**src/design/adcc_pkg.sv**
```systemverilog
package adcc_pkg;
   // Register byte offsets
   localparam logic [7:0] ADDR_SC1 = 8'h00;
   localparam logic [7:0] ADDR_SC2 = 8'h04;
   localparam logic [7:0] ADDR_RH = 8'h08;
   localparam logic [7:0] ADDR_RL = 8'h0C;
   localparam logic [7:0] ADDR_CVH = 8'h10;
   localparam logic [7:0] ADDR_CVL = 8'h14;
   localparam logic [7:0] ADDR_IST = 8'h18;
   localparam logic [7:0] ADDR_IMSK = 8'h1C;

   // Field positions, primary status/control
   localparam int DONE_BIT = 7;
   localparam int IEN_BIT = 6;
   localparam int CONT_BIT = 5;
   localparam int CH_MSB = 4;
   // Field positions, second control
   localparam int ACT_BIT = 7;
   localparam int TRIG_BIT = 6;
   localparam int CMPEN_BIT = 5;
   localparam int CMPGE_BIT = 4;
   // Event status bits
   localparam int IST_W = 3;
   localparam int IST_DONE = 0;
   localparam int IST_MISS = 1;
   localparam int IST_ABORT = 2;

   // Channel codes
   localparam int NUM_INPUTS = 28;
   localparam logic [4:0] CH_LAST_INPUT = 5'h1B;
   localparam logic [4:0] CH_RSVD = 5'h1C;
   localparam logic [4:0] CH_REFH = 5'h1D;
   localparam logic [4:0] CH_REFL = 5'h1E;
   localparam logic [4:0] CH_OFF = 5'h1F;

   // Reset values
   localparam logic [4:0] SC1_CH_RST = CH_OFF;
   localparam logic [IST_W-1:0] IMSK_RST = 3'h0;

   localparam int RES_W = 10;
   localparam logic [2:0] HSIZE_WORD = 3'h2;

   // Converter timing
   localparam int SYS_CLK_NS = 20;
   localparam int ADCK_NS = 200;
   localparam int ADCK_DIV = (ADCK_NS + SYS_CLK_NS - 1) / SYS_CLK_NS;
   localparam logic [7:0] DIV_LAST = 8'(ADCK_DIV - 1);
   localparam int SAMPLE_TICKS = 4;
   localparam logic [3:0] SAMPLE_LAST = 4'(SAMPLE_TICKS - 1);
   localparam logic [3:0] MSB_IDX = 4'(RES_W - 1);
endpackage : adcc_pkg

```
**src/design/adcc_sar.sv**
```systemverilog
module adcc_sar (
   input wire logic sys_clk,
   input wire logic reset,
   input wire logic start,
   input wire logic abort,
   input wire logic cmp_above,
   output logic [adcc_pkg::RES_W-1:0] dac_code,
   output logic busy,
   output logic done,
   output logic [adcc_pkg::RES_W-1:0] result
);
   typedef enum logic [1:0] {SAR_IDLE, SAR_SAMPLE, SAR_BITS} adcc_sar_st_t;

   typedef struct packed {
      adcc_sar_st_t st;
      logic [7:0] div;
      logic [3:0] tcnt;
      logic [3:0] bit_idx;
      logic [adcc_pkg::RES_W-1:0] code;
      logic busy;
      logic done;
      logic [adcc_pkg::RES_W-1:0] result;
   } adcc_sar_regs_t;

   adcc_sar_regs_t r_q;
   adcc_sar_regs_t r_d;
   logic tick;
   logic [adcc_pkg::RES_W-1:0] trial;

   function automatic logic [adcc_pkg::RES_W-1:0] bit_mask(
      input logic [3:0] idx);
      bit_mask = {{(adcc_pkg::RES_W-1){1'b0}}, 1'b1} << idx;
   endfunction : bit_mask

   always_comb begin
      r_d = r_q;
      r_d.done = 1'b0;
      tick = (r_q.div == adcc_pkg::DIV_LAST);
      trial = r_q.code;
      // Free-running divider gives the conversion clock enable
      r_d.div = tick ? 8'h00 : r_q.div + 8'h01;
      if (start) begin
         r_d.st = SAR_SAMPLE;
         r_d.tcnt = 4'h0;
         r_d.div = 8'h00;
         r_d.code = '0;
         r_d.busy = 1'b1;
      end else if (abort) begin
         r_d.st = SAR_IDLE;
         r_d.code = '0;
         r_d.busy = 1'b0;
      end else begin
         unique case (r_q.st)
            SAR_IDLE: begin
            end
            SAR_SAMPLE: begin
               if (tick) begin
                  if (r_q.tcnt == adcc_pkg::SAMPLE_LAST) begin
                     r_d.st = SAR_BITS;
                     r_d.bit_idx = adcc_pkg::MSB_IDX;
                     r_d.code = bit_mask(adcc_pkg::MSB_IDX);
                  end else begin
                     r_d.tcnt = r_q.tcnt + 4'h1;
                  end
               end
            end
            SAR_BITS: begin
               if (tick) begin
                  // Comparator low means the trial bit overshot
                  if (!cmp_above) begin
                     trial = r_q.code & ~bit_mask(r_q.bit_idx);
                  end
                  if (r_q.bit_idx == 4'h0) begin
                     r_d.result = trial;
                     r_d.done = 1'b1;
                     r_d.busy = 1'b0;
                     r_d.code = '0;
                     r_d.st = SAR_IDLE;
                  end else begin
                     r_d.code = trial | bit_mask(r_q.bit_idx - 4'h1);
                     r_d.bit_idx = r_q.bit_idx - 4'h1;
                  end
               end
            end
            default: begin
               r_d.st = SAR_IDLE;
            end
         endcase
      end
      if (reset) begin
         r_d = '0;
      end
   end

   always_ff @(posedge sys_clk) begin
      r_q <= r_d;
   end

   assign dac_code = r_q.code;
   assign busy = r_q.busy;
   assign done = r_q.done;
   assign result = r_q.result;
endmodule : adcc_sar

```
**src/design/adcc_top.sv**
```systemverilog
// Behaviour
// - SC1 write aborts, restarts unless channel off or hardware trigger selected
// - Done flag bit 7, set without compare
// - With compare, done only when compare true
// - Done cleared by SC1 write, low read
// - Interrupt while done set and enable high
// - One conversion per write or trigger
// - Continuous bit repeats after write or trigger
// - Channel select is SC1 bits 4:0
// - All-ones code powers off, isolates input
// - Off code ends continuous without extra conversion
// - Low power after single conversion completes
// - Twenty-eight selectable analog inputs
// - Codes 0-27 select inputs, 11100 reserved
// - 11101 high reference, 11110 low reference
// - Second control bit 6 selects trigger
// - Active bit 7 set start, cleared end
// - Compare less-than, or greater-equal when bit 4
// - Result updates unless compare enabled and false
module adcc_top (
   input wire logic sys_clk,
   input wire logic reset,
   input wire logic hsel,
   input wire logic [31:0] haddr,
   input wire logic [1:0] htrans,
   input wire logic hwrite,
   input wire logic [2:0] hsize,
   input wire logic [31:0] hwdata,
   input wire logic hready,
   output logic [31:0] hrdata,
   output logic hreadyout,
   output logic hresp,
   input wire logic hw_trigger_input,
   input wire logic cmp_above,
   output logic [adcc_pkg::RES_W-1:0] dac_code,
   output logic converter_enable,
   output logic input_isolate,
   output logic [adcc_pkg::NUM_INPUTS-1:0] analog_input_sel,
   output logic ref_high_sel,
   output logic ref_low_sel,
   output logic irq
);
   typedef struct packed {
      logic ph_wr;
      logic ph_rd;
      logic [7:0] ph_addr;
      logic [31:0] hrdata;
      logic hready;
      logic hresp;
      logic done;
      logic ien;
      logic cont;
      logic [4:0] ch;
      logic act;
      logic trig;
      logic cmpen;
      logic cmpge;
      logic [adcc_pkg::RES_W-1:0] result;
      logic [adcc_pkg::RES_W-1:0] cv;
      logic [adcc_pkg::IST_W-1:0] ist;
      logic [adcc_pkg::IST_W-1:0] imsk;
      logic hwt_prev;
      logic restart;
      logic irq;
      logic pwr;
      logic iso;
      logic [adcc_pkg::NUM_INPUTS-1:0] ain_sel;
      logic refh;
      logic refl;
   } adcc_regs_t;

   adcc_regs_t r_q;
   adcc_regs_t r_d;
   logic start;
   logic abort;
   logic wr_sc1;
   logic hwt_rise;
   logic upd;
   logic eng_done;
   logic eng_busy;
   logic [adcc_pkg::RES_W-1:0] eng_result;

   function automatic logic cmp_hit(
      input logic [adcc_pkg::RES_W-1:0] res,
      input logic [adcc_pkg::RES_W-1:0] cv,
      input logic ge);
      cmp_hit = ge ? (res >= cv) : (res < cv);
   endfunction : cmp_hit

   function automatic logic [adcc_pkg::NUM_INPUTS-1:0] ch_decode(
      input logic [4:0] ch);
      ch_decode = '0;
      // reserved and reference codes pick no input
      if (ch <= adcc_pkg::CH_LAST_INPUT) begin
         ch_decode[ch] = 1'b1;
      end
   endfunction : ch_decode

   assign wr_sc1 = r_q.ph_wr && (r_q.ph_addr == adcc_pkg::ADDR_SC1);
   assign hwt_rise = hw_trigger_input && !r_q.hwt_prev;
   // update only on a met compare when enabled
   assign upd = !r_q.cmpen || cmp_hit(eng_result, r_q.cv, r_q.cmpge);

   always_comb begin
      r_d = r_q;
      start = 1'b0;
      abort = 1'b0;
      r_d.hwt_prev = hw_trigger_input;
      // continuous repeat one cycle after completion
      if (r_q.restart) begin
         r_d.restart = 1'b0;
         if (r_q.cont && r_q.ch != adcc_pkg::CH_OFF && !r_q.act) begin
            start = 1'b1;
         end
      end
      // hardware trigger edge starts when selected
      if (r_q.trig && hwt_rise && !r_q.act &&
          r_q.ch != adcc_pkg::CH_OFF) begin
         start = 1'b1;
      end
      if (r_q.ph_wr) begin
         case (r_q.ph_addr)
            adcc_pkg::ADDR_SC1: begin
               r_d.ien = hwdata[adcc_pkg::IEN_BIT];
               r_d.cont = hwdata[adcc_pkg::CONT_BIT];
               r_d.ch = hwdata[adcc_pkg::CH_MSB:0];
               r_d.done = 1'b0;
               // a pending repeat dies with the write
               r_d.restart = 1'b0;
               abort = r_q.act;
               // software start only in software mode
               start = (hwdata[adcc_pkg::CH_MSB:0] != adcc_pkg::CH_OFF)
                  && !r_q.trig;
            end
            adcc_pkg::ADDR_SC2: begin
               r_d.trig = hwdata[adcc_pkg::TRIG_BIT];
               r_d.cmpen = hwdata[adcc_pkg::CMPEN_BIT];
               r_d.cmpge = hwdata[adcc_pkg::CMPGE_BIT];
            end
            adcc_pkg::ADDR_CVH: begin
               r_d.cv[9:8] = hwdata[1:0];
            end
            adcc_pkg::ADDR_CVL: begin
               r_d.cv[7:0] = hwdata[7:0];
            end
            adcc_pkg::ADDR_IMSK: begin
               r_d.imsk = hwdata[adcc_pkg::IST_W-1:0];
            end
            default: begin
            end
         endcase
      end
      if (r_q.ph_rd) begin
         r_d.ph_rd = 1'b0;
         r_d.hready = 1'b1;
         case (r_q.ph_addr)
            adcc_pkg::ADDR_SC1: begin
               r_d.hrdata = {24'h000000, r_q.done, r_q.ien, r_q.cont,
                  r_q.ch};
            end
            adcc_pkg::ADDR_SC2: begin
               r_d.hrdata = {24'h000000, r_q.act, r_q.trig, r_q.cmpen,
                  r_q.cmpge, 4'h0};
            end
            adcc_pkg::ADDR_RH: begin
               r_d.hrdata = {30'h00000000, r_q.result[9:8]};
            end
            adcc_pkg::ADDR_RL: begin
               r_d.hrdata = {24'h000000, r_q.result[7:0]};
               r_d.done = 1'b0;
            end
            adcc_pkg::ADDR_CVH: begin
               r_d.hrdata = {30'h00000000, r_q.cv[9:8]};
            end
            adcc_pkg::ADDR_CVL: begin
               r_d.hrdata = {24'h000000, r_q.cv[7:0]};
            end
            adcc_pkg::ADDR_IST: begin
               r_d.hrdata = {29'h00000000, r_q.ist};
               r_d.ist = '0;
            end
            adcc_pkg::ADDR_IMSK: begin
               r_d.hrdata = {29'h00000000, r_q.imsk};
            end
            default: begin
               r_d.hrdata = 32'h00000000;
            end
         endcase
      end
      // Completion comes after the read clears so a set wins; an SC1 write drops it
      if (eng_done && !wr_sc1) begin
         if (upd) begin
            r_d.result = eng_result;
            r_d.done = 1'b1;
            r_d.ist[adcc_pkg::IST_DONE] = 1'b1;
         end else begin
            r_d.ist[adcc_pkg::IST_MISS] = 1'b1;
         end
         r_d.restart = r_q.cont;
      end
      // active cleared at completion or abort
      if (eng_done || abort) begin
         r_d.act = 1'b0;
      end
      if (abort) begin
         r_d.ist[adcc_pkg::IST_ABORT] = 1'b1;
      end
      if (start) begin
         r_d.act = 1'b1;
      end
      // Reads take one wait state so that hrdata comes from a flop
      r_d.ph_wr = 1'b0;
      if (hsel && htrans[1] && hready && hsize == adcc_pkg::HSIZE_WORD)
      begin
         r_d.ph_addr = haddr[7:0];
         r_d.ph_wr = hwrite;
         if (!hwrite) begin
            r_d.ph_rd = 1'b1;
            r_d.hready = 1'b0;
         end
      end
      r_d.pwr = r_d.act && r_d.ch != adcc_pkg::CH_OFF;
      r_d.iso = (r_d.ch == adcc_pkg::CH_OFF);
      r_d.ain_sel = ch_decode(r_d.ch);
      r_d.refh = (r_d.ch == adcc_pkg::CH_REFH);
      r_d.refl = (r_d.ch == adcc_pkg::CH_REFL);
      // level interrupt from done or masked events
      r_d.irq = (r_d.done && r_d.ien) || |(r_d.ist & r_d.imsk);
      if (reset) begin
         r_d = '0;
         r_d.ch = adcc_pkg::SC1_CH_RST;
         r_d.imsk = adcc_pkg::IMSK_RST;
         r_d.iso = 1'b1;
         r_d.hready = 1'b1;
      end
   end

   always_ff @(posedge sys_clk) begin
      r_q <= r_d;
   end

   // Start has priority inside the engine, so abort may stay high
   adcc_sar u_sar (
      .sys_clk(sys_clk),
      .reset(reset),
      .start(start),
      .abort(abort),
      .cmp_above(cmp_above),
      .dac_code(dac_code),
      .busy(eng_busy),
      .done(eng_done),
      .result(eng_result)
   );

   assign hrdata = r_q.hrdata;
   assign hreadyout = r_q.hready;
   assign hresp = r_q.hresp;
   assign converter_enable = r_q.pwr;
   assign input_isolate = r_q.iso;
   assign analog_input_sel = r_q.ain_sel;
   assign ref_high_sel = r_q.refh;
   assign ref_low_sel = r_q.refl;
   assign irq = r_q.irq;

   AST_WR_START: assert property (
      @(posedge sys_clk) disable iff (reset)
      wr_sc1 && hwdata[4:0] != adcc_pkg::CH_OFF && !r_q.trig
      |=> r_q.act && !r_q.done ##1 eng_busy)
      else $error("write did not start a conversion");

   AST_OFF_STOPS: assert property (
      @(posedge sys_clk) disable iff (reset)
      wr_sc1 && hwdata[4:0] == adcc_pkg::CH_OFF
      |=> !r_q.act && !converter_enable && input_isolate
      && analog_input_sel == '0 ##1 !eng_busy)
      else $error("off code left the converter running");

   AST_DONE_NOCMP: assert property (
      @(posedge sys_clk) disable iff (reset)
      eng_done && !wr_sc1 && !r_q.cmpen |=> r_q.done)
      else $error("done flag missing after completion");

   AST_CMP_MISS: assert property (
      @(posedge sys_clk) disable iff (reset)
      eng_done && r_q.cmpen && !wr_sc1
      && !cmp_hit(eng_result, r_q.cv, r_q.cmpge)
      |=> $stable(r_q.result) && r_q.ist[adcc_pkg::IST_MISS])
      else $error("result changed on a failed compare");

   AST_RL_CLEAR: assert property (
      @(posedge sys_clk) disable iff (reset)
      r_q.ph_rd && r_q.ph_addr == adcc_pkg::ADDR_RL && !eng_done
      |=> !r_q.done)
      else $error("low result read did not clear done");

   AST_IRQ: assert property (
      @(posedge sys_clk) disable iff (reset)
      r_q.done && r_q.ien |-> irq)
      else $error("interrupt low with done and enable");

   AST_SINGLE: assert property (
      @(posedge sys_clk) disable iff (reset)
      eng_done && !r_q.cont && !wr_sc1 |=> !r_q.act && !converter_enable)
      else $error("single conversion did not stop");

   AST_CONT: assert property (
      @(posedge sys_clk) disable iff (reset)
      eng_done && r_q.cont && !wr_sc1 && r_q.ch != adcc_pkg::CH_OFF
      && !r_q.ph_wr ##1 !r_q.ph_wr |=> r_q.act)
      else $error("continuous mode did not repeat");

   AST_SAME_CYCLE: assert property (
      @(posedge sys_clk) disable iff (reset)
      eng_done && !wr_sc1 && upd
      |=> r_q.done && !r_q.act && r_q.result == $past(eng_result))
      else $error("completion effects split across cycles");

   AST_HW_TRIG: assert property (
      @(posedge sys_clk) disable iff (reset)
      hwt_rise && r_q.trig && !r_q.act && !r_q.ph_wr
      && r_q.ch != adcc_pkg::CH_OFF |=> r_q.act)
      else $error("hardware trigger ignored");

   COV_SW_DONE: cover property (@(posedge sys_clk) disable iff (reset)
      eng_done && !r_q.cmpen && !r_q.cont);
   COV_CONT: cover property (@(posedge sys_clk) disable iff (reset)
      r_q.restart && r_q.cont ##1 r_q.act);
   COV_HW: cover property (@(posedge sys_clk) disable iff (reset)
      hwt_rise && r_q.trig ##1 r_q.act);
   COV_MISS: cover property (@(posedge sys_clk) disable iff (reset)
      eng_done && r_q.cmpen && !upd);
endmodule : adcc_top

```
**config.mk**
```make
export PLATFORM = sky130hd
export DESIGN_NAME = adcc_top
export DESIGN_NICKNAME = d
export VERILOG_FILES = /design/src/design/adcc_pkg.sv /design/src/design/adcc_sar.sv /design/src/design/adcc_top.sv
export SDC_FILE = /design/constraint.sdc
export NUM_CORES = 1
export LEC_CHECK = 0
export BUFFER_PORTS_ARGS = -buffer_cell sky130_fd_sc_hd__buf_2
export CORE_MARGIN = 1.5
export CORE_UTILIZATION = 35
export DETAILED_ROUTE_END_ITERATION = 10
export SYNTH_ARGS = -nofsm -noshare
export SYNTH_HDL_FRONTEND = slang
export SYNTH_HIERARCHICAL = 1
export SYNTH_SLANG_ARGS = --single-unit
```
**constraint.sdc**
```tcl
create_clock -name sys_clk -period 2.89 [get_ports sys_clk]
set_clock_uncertainty 0.2 [all_clocks]
set_input_delay 0.1445 -clock sys_clk [delete_from_list [all_inputs] [get_ports sys_clk]]
set_output_delay 0.1445 -clock sys_clk [all_outputs]
set_load 0.005 [all_outputs]
```
# After elaboration in Yosys (flattened, before gate mapping)
# Cells that the tools add are included.
# totals
in_bits	76
out_inout_bits	77
wordCells	181
register_bits	131
# classes
order_cmp	5
n_mux	50
addsub	3
eq_ne	28
n_shift	2
reduce_logical	46
n_bitwise	13
# ops
op	count
$pmux W8 S8	1
$mux W10	6
$eq A8 B5 Y1 const B	4
$mux W14	2
$pmux W14 S2	1
$mux W26	1
$eq A8 B4 Y1 const B	3
$mux W1	24
$shl A1 B4 Y10 const A	2
$mux W8	2
$ne A4 B3 Y1 const B	4
$eq A5 B5 Y1 const B	3
$logic_and A1 B1 Y1	15
$ne A5 B5 Y1 const B	3
$reduce_and A5 Y1	3
$mux W12	1
$mux W3	4
$and A10 B10 Y10	1
$ge A10 B10 Y1	1
$lt A10 B10 Y1	1
$mux W2	5
$not A10 Y10	1
$or A10 B10 Y10	1
$reduce_and A2 Y1	5
30 further kinds	53

# Longest topological paths before layout
# Gate-level depths: netlist of the first run.
# logic_depth
depth_word	13
mapped_depth	13
ltp_nobuf	10

# Modules after synthesis
# The synthesis of the first run kept the hierarchy.
# modules_own_cells
mod	cells_per_inst	instances	area_per_inst_um2	seq_area_each_um2
adcc_top	512	1	4446.8	1841.8
adcc_sar	264	1	2382.3	800.8

# Least setup slack after synthesis of the first run
# No wires, ideal clock.
# synth_timing
path_type	register to register
start	register r_q[114] in the netlist's numbering
end	register u_sar.r_q (netlist bit u_sar/dac_code[8])
arrival_time_ns	2.345
required_ns	2.573
setup_ns	0.117
setup_slack_ns	0.227
path_stages_with_launch	13
n_path_buf	4
period_less_slack_ns	2.663
path_cell_list	dfxtp_1 -> nor4_2 -> nand4_1 -> buf_2 -> buf_2 -> nor3_1 -> nor2_1 -> inv_1 -> or2_1 -> clkbuf_2 -> nor2_2 -> buf_2 -> a32o_1
# synth_via
elab_chain_len	4
elab_cells_between_ends	6
cone_classes	4 x mux; 2 x reduce/logical
# synth_rtl
element	line_no	source
start, declared	adcc_top.sv:72	adcc_regs_t r_q;
start signal, assigned	adcc_top.sv:239	r_q <= r_d;
$logic_not A8 Y1	--	
$mux W1	adcc_top.sv:122	case (r_q.ph_addr)
$mux W1	adcc_top.sv:121	if (r_q.ph_wr) begin
named net start	adcc_top.sv:74	logic start;
$reduce_or A3 Y1 (no line)	--	
end signal, assigned	adcc_sar.sv:96	r_q <= r_d;
end, declared	adcc_sar.sv:25	adcc_sar_regs_t r_q;
# The timed path passes the listed nets, and every way through them passes these cells.
# A chain may end at the register's enable or synchronous reset.

# Worst setup path after layout of the first run
# layout_timing
start	register r_q[114] in the netlist's numbering
end	register u_sar.r_q (netlist bit u_sar/dac_code[2])
# The elaborated chain is that of the path after synthesis.

==> results of run 1 <==
-- layer usage --
layer  wire (um)  part of all wire
met3         751             0.047
met5           0                 0
met2        7233              0.45
met4         397             0.025
met1        7631              0.48
-- cells in the final DEF, fill, tap and decap left out, types with 17 or more instances in the layout --
cell type	instances
a21oi_1	53
buf_2	78
buf_4	17
clkbuf_16	17
conb_1	25
dfxtp_1	131
dlygate4sd3_1	19
ha_1	21
inv_1	29
mux2i_1	17
nand2_1	52
nand3_1	41
nand4_1	19
nor2_1	94
o31ai_1	18
-- metrics by stage --
| stage | utilization | cells | setup WS [ps] | total power, mW |
|---|---|---|---|---|
| floorplan | - | 797 | 245.4 | 1.950 |
| global placement | 0.3654 | 1034 | 154.7 | 1.975 |
| detailed placement | 0.3654 | 1034 | 95.62 | 1.975 |
| CTS | 0.4089 | 1085 | 71.13 | 4.299 |
| global route | 0.4093 | 1085 | 7.753 | 4.391 |
| finish | 0.4093 | 1085 | 130.8 | 4.251 |
-- report_power, final --
part / switching, mW / internal [mW] / leakage, nW
Combinational: 0.0825 / 0.0546 / 1.71
Clock: 0.839 / 1.45 / 0.302
Sequential: 0.00720 / 1.81 / 1.06
Total: 0.929 / 3.32 / 3.07
-- worst max path at each step --
stage	from	to	slack [ps]
after floorplan	r_q[114]	u_sar/dac_code[8]	250
after global placement	r_q[114]	u_sar/dac_code[6]	150
after detailed placement	r_q[114]	u_sar/dac_code[2]	100
after CTS	r_q[114]	u_sar/dac_code[2]	70
after global routing	r_q[114]	u_sar/dac_code[6]	8
final	r_q[114]	u_sar/dac_code[2]	130
-- cell type report --
class                           instances  area (um^2)  area share
Tap cell                              260        325.3     0.04206
Inverter                               29        108.9     0.01408
Clock inverter                         14        201.4     0.02605
Multi-Input combinational cell        519         3338      0.4316
Clock buffer                           18        429.2     0.05549
Timing Repair Buffer                  114        708.2     0.09157
Sequential cell                       131         2623      0.3391
-- registers in the layout (all words and copies together), names as in the netlist --
register          cells
u_sar/result         10
irq                   1
ref_high_sel          1
input_isolate         1
r_q                  50
u_sar/dac_code       10
converter_enable      1
hreadyout             1
u_sar/done            1
analog_input_sel     28
u_sar/r_q            18
ref_low_sel           1
hrdata                8
-- worst reg2reg max path: stages, from the launching register on --
cell     delay [ps]
dfxtp_1         350
nor4_4          350
and4_1          270
nor4_1           50
nor2_1          260
inv_1           200
or2_1           300
nor2_2          160
nand4_4         190
nor2_2          230
a32o_1          150
-- timing repair --
item	in CTS	in global routing
setup endpoints to repair	0	6
hold endpoints to repair	52	0
resized for setup	0	1
hold buffers	19	0
==> impl_summary.log, run 1 <==
INFO  metric antenna_left = 0
INFO  metric worstHoldStart = cmp_above
INFO  metric grt.met2_usage = 0.2542
INFO  metric first_iter_violations = 305
INFO  metric final-setup-viol-count = 0
INFO  metric run_status = completed
INFO  metric worst-endpoint-required = approximately 3000 ps
INFO  metric fillerInstances = between 1500 and 2000
INFO  metric worst-endpoint-arrival = 2920 ps
INFO  metric finalCritPeriodShare = 0.9547
INFO  metric final_net_count = 909
INFO  metric netlist_area = between 6000 and 7000 um^2
INFO  metric route.detailed.vias_per_inst = between 4 and 5
INFO  metric vias = approximately 5300
INFO  metric worst_path_largest_cell_delay = 350 ps
INFO  metric dp.final_hpwl = 11540 um
INFO  metric grt_overflow = 0
INFO  metric hold_viol = 0
INFO  metric worst-path-stages = 10
INFO  metric worstPathMaxFanout = 6
INFO  metric dieHeight = 142.4 um
INFO  metric final_max_slew_viol_count = 0
INFO  metric die_width = 142.4 um
INFO  metric h-tree-depth = 4
INFO  metric hold_path_class = in2reg
INFO  metric power.leakage = roughly 3.1 nW
INFO  metric drt_first_pass_iters = 4
INFO  metric cts-buffers-inserted = 17
INFO  metric start_kind = flop
INFO  metric globalRoute.busiestLayer = met2
INFO  metric std_cell_rows = 50
INFO  metric floorplan.initialDensity = 0.3599
INFO  metric cp_cell_sequence = nor4_4 > and4_1 > nor4_1 > nor2_1 > inv_1 > or2_1 > nor2_2 > nand4_4 > nor2_2 > a32o_1
INFO  metric clk_pin_slew = 60 ps
INFO  metric critical_path.slowest_cell = dfxtp_1
INFO  metric max_slew_headroom = 0.3943
INFO  metric grt_start_max_net_pins = 24
INFO  metric setup_tns = 0 ps
INFO  metric cts_tree = built
INFO  metric final.min_clock_period = 2759 ps
INFO  metric clock_path_buffers = 2
INFO  metric endpoint_kind = flop
INFO  metric min_to = u_sar/result[0]
INFO  metric routedWlPerCell = 14.76 um
INFO  metric fmax = 362.4 MHz
INFO  metric clk-insertion-delay-late = approximately 420 ps
INFO  metric tightestPinTransition = 902.5 ps
INFO  metric syn_to_final_growth = 13.75%
INFO  metric gp_routability_congestion = 0.8320
INFO  metric detail_route.drc_violations = 0
INFO  metric critical-path-top-delay-family = simple AND/OR/NAND/NOR gates
INFO  metric worst_path_most_repeated_cell = nor2_2
INFO  metric antennaDiodeCount = 0
INFO  metric reg2regPathDepth = 10
INFO  metric clock_sink_count = 131
INFO  metric post-route-cell-area = 7734 um^2
INFO  metric io_buffer_count = between 70 and 80
INFO  metric totalWireLength = between 15000 and 20000 um
INFO  metric number_of_standard_cells_after_synthesis = 773
INFO  metric wire_length_of_the_first_global_routing_pass = between 20000 and 30000 um
INFO  metric min_delay_path_depth = 4
INFO  metric post_cts_buffers = 0
INFO  metric synthesis.area_per_instance = 8.796 um^2
INFO  metric fin_worst_hold_slack = 32.48 ps
INFO  metric i_o_pin_total = roughly 150
INFO  metric final_layout_size_suffix_gt1_frac = 0.2036
INFO  metric core_region_area = 18890 um^2
INFO  metric cts-root-buf = clkbuf_16
INFO  metric ff2ff_setup_slack = between 100 and 150 ps
INFO  metric irDropWorstVdd = 0.0004004 V
INFO  metric dpl_cell_area = 6904 um^2
INFO  metric grt_setup_unrepaired = false
INFO  metric power.density = 549.7 nW/um^2
INFO  metric grt_use_total = 0.1612
INFO  metric worstReg2RegStart = r_q[114]
INFO  metric antenna_found_initial = 0
INFO  metric number_of_global_route_vias_before_repair = 4999
INFO  metric regToRegEndpoint = u_sar/dac_code[2]
INFO  metric yosys_warnings = 6
INFO  metric number_of_max_cap_violations = 0
INFO  metric floorplan.die_area = 20270 um^2
INFO  metric worstPathBufferInverterCount = 1
INFO  metric worst_setup_path_category = reg2reg
INFO  metric grtUsageMet3 = 0.03634
INFO  metric groute.layer.met1.usage = 0.2106
Note: power is estimated with default switching activity, not from simulation.
==> inputs of run 2 (changes only) <==
BUFFER_PORTS_ARGS = not set   (was -buffer_cell sky130_fd_sc_hd__buf_2)
DONT_BUFFER_PORTS = 1   (was not set)
==> impl_summary.log, run 2 (synthesized netlist as in run 1, its figures left out) <==
INFO  metric run_status = completed
INFO  metric finalCoreUtilization = 0.3881
INFO  metric routedWlPerCell = between 15 and 20 um
INFO  metric cp_cell_sequence = nor4_4 > and4_1 > nor4_1 > nor2_1 > inv_1 > or2_1 > nor2_2 > nand4_4 > nor2_2 > a32o_1
INFO  metric number_of_max_cap_violations = 0
INFO  metric cts_tree = built
INFO  metric worstPathBufferInverterCount = 1
INFO  metric final-setup-viol-count = 0
INFO  metric core_region_area = between 15000 and 20000 um^2
INFO  metric switching_share = 0.2561
INFO  metric registers.top_by_ff_count = r_q
INFO  metric fillerInstances = 1974
INFO  metric max_slew_headroom = 0.5164
INFO  metric final.min_clock_period = approximately 2700 ps
INFO  metric number_of_global_route_vias_before_repair = just under 5000
INFO  metric antenna_left = 0
INFO  metric worst-endpoint-arrival = 2920 ps
INFO  metric gp_routability_congestion = 0.7962
INFO  metric start_kind = flop
INFO  metric largest_reg_flops = 50
INFO  metric grt_use_total = 0.1635
INFO  metric antenna_found_initial = 0
INFO  metric worst_path_largest_cell_delay = 350 ps
INFO  metric floorplan.initialDensity = 0.3599
INFO  metric final_max_slew_viol_count = 0
INFO  metric h-tree-depth = 4
INFO  metric first_iter_violations = 360
INFO  metric syn_to_final_growth = 7.839%
INFO  metric post_layout_nonfiller_instances = 1009
INFO  metric floorplan.die_area = 20270 um^2
INFO  metric logic_gate_share_of_total_power = 0.030
INFO  metric clock_power_share = 0.521
INFO  metric detail_route.drc_violations = 0
INFO  metric i_o_pin_total = 153
INFO  metric totalWireLength = roughly 16000 um
INFO  metric fin_worst_hold_slack = 20.17 ps
INFO  metric antennaDiodeCount = 0
INFO  metric worst-endpoint-required = 3060 ps
INFO  metric dieHeight = approximately 140 um
INFO  metric netSwitchingPower = 1.037 mW
INFO  metric grt_start_max_net_pins = 72
INFO  metric dp.final_hpwl = between 10000 and 15000 um
INFO  metric worst_path_most_repeated_cell = nor2_2
INFO  metric drt_first_pass_iters = 5
INFO  metric final_layout_size_suffix_gt1_frac = 0.1215
INFO  metric die_width = 142.4 um
INFO  metric vias = between 5000 and 6000
INFO  metric route.detailed.vias_per_inst = 5.085
INFO  metric final_net_count = 833
INFO  metric cts-root-buf = clkbuf_16
INFO  metric hold_viol = 0
INFO  metric irDropWorstVdd = 0.0004189 V
INFO  metric critical-path-top-delay-family = simple AND/OR/NAND/NOR gates
INFO  metric critical_path.slowest_cell = dfxtp_1
INFO  metric p_int = roughly 3.0 mW
INFO  metric clock_sink_count = about 130
INFO  metric clock_path_buffers = 2
INFO  metric io_buffer_count = 0
INFO  metric clk-insertion-delay-late = 430 ps
INFO  metric endpoint_kind = flop
INFO  metric tightestPinTransition = slightly above 700 ps
INFO  metric hold_path_class = in2reg
INFO  metric clk_pin_slew = ~70 ps
INFO  metric final_common_cell = dfxtp_1
INFO  metric power.density = roughly 550 nW/um^2
INFO  metric power.total = 4.049 mW
INFO  metric wire_length_of_the_first_global_routing_pass = 25960 um
INFO  metric worst_setup_path_category = reg2reg
INFO  metric share_seq_of_total_power = 0.449
INFO  metric finalCritPeriodShare = 0.9504
INFO  metric cts-buffers-inserted = 17
INFO  metric grt_overflow = 0
INFO  metric placedCellCount = 954
INFO  metric worstPathMaxFanout = 6
INFO  metric commonest_cells_after_routing_fill_and_taps_aside = dfxtp_1, nor2_1, a21oi_1
INFO  metric fmax = 364.1 MHz
INFO  metric std_cell_rows = 50
INFO  metric power.leakage = 2.669 nW
-- run 2: metrics by stage --
step | setup slack [ps] | cell area (um^2) | setup TNS (ps)
floorplan | 245.4 | 6889 | 0
global placement | 154.1 | 6499 | 0
detailed placement | 86.21 | 6499 | 0
CTS | 64.40 | 7316 | 0
global route | -9.756 | 7332 | -26.76
finish | 143.4 | 7332 | 0
-- run 2: worst paths after layout --
kind | from | endpoint | slack (ps) | depth (start not counted)
max reg2reg | r_q[107] | u_sar/dac_code[2] | 140 | 10
min reg2reg | hrdata[0] | hrdata[0] | 270 | 2
max | r_q[107] | u_sar/dac_code[2] | 140 | 10
min | reset | irq | 20 | 3
-- run 2: timing repair --
action | in CTS | in global routing
endpoints found under the hold margin | 119 | 0
hold buffers | 22 | 0
buffers inserted | 0 | 1
resized for setup | 0 | 1
setup endpoints to repair | 0 | 25
-- run 2: layer usage --
| metal | track usage | vias to the layer above | routed length, um | part of all wire |
|---|---|---|---|---|
| li1 | - | 2535 | - | - |
| met1 | 0.2088 | 2441 | 7412 | 0.47 |
| met2 | 0.2639 | 140 | 7242 | 0.46 |
| met3 | 0.04879 | 15 | 1001 | 0.063 |
| met4 | 0.05263 | 0 | 197 | 0.012 |
| met5 | 0 | - | 0 | 0 |
-- run 2: final cells by class --
cell class                      count  area (um^2)  area share
Sequential cell                   131         2623      0.3577
Timing Repair Buffer               38        357.8     0.04881
Clock buffer                       17        425.4     0.05802
Multi-Input combinational cell    519         3338      0.4553
Inverter                           29        108.9     0.01485
Tap cell                          260        325.3     0.04437
Clock inverter                     15        153.9     0.02099
-- run 2: worst min-delay path, cell delays in order --
cell	delay, ps
o21ai_0	200
a41oi_2	120
nand3_1	130
-- run 2: power groups by stage --
stage | combinational (mW) | sequential (mW) | clock (mW)
5_1_grt | 0.134 | 1.82 | 2.24
2_1_floorplan | 0.0919 | 1.86 | 0
4_1_cts | 0.120 | 1.82 | 2.16
3_5_place_dp | 0.0674 | 1.86 | 0
6_report | 0.120 | 1.82 | 2.11
3_3_place_gp | 0.0668 | 1.86 | 0
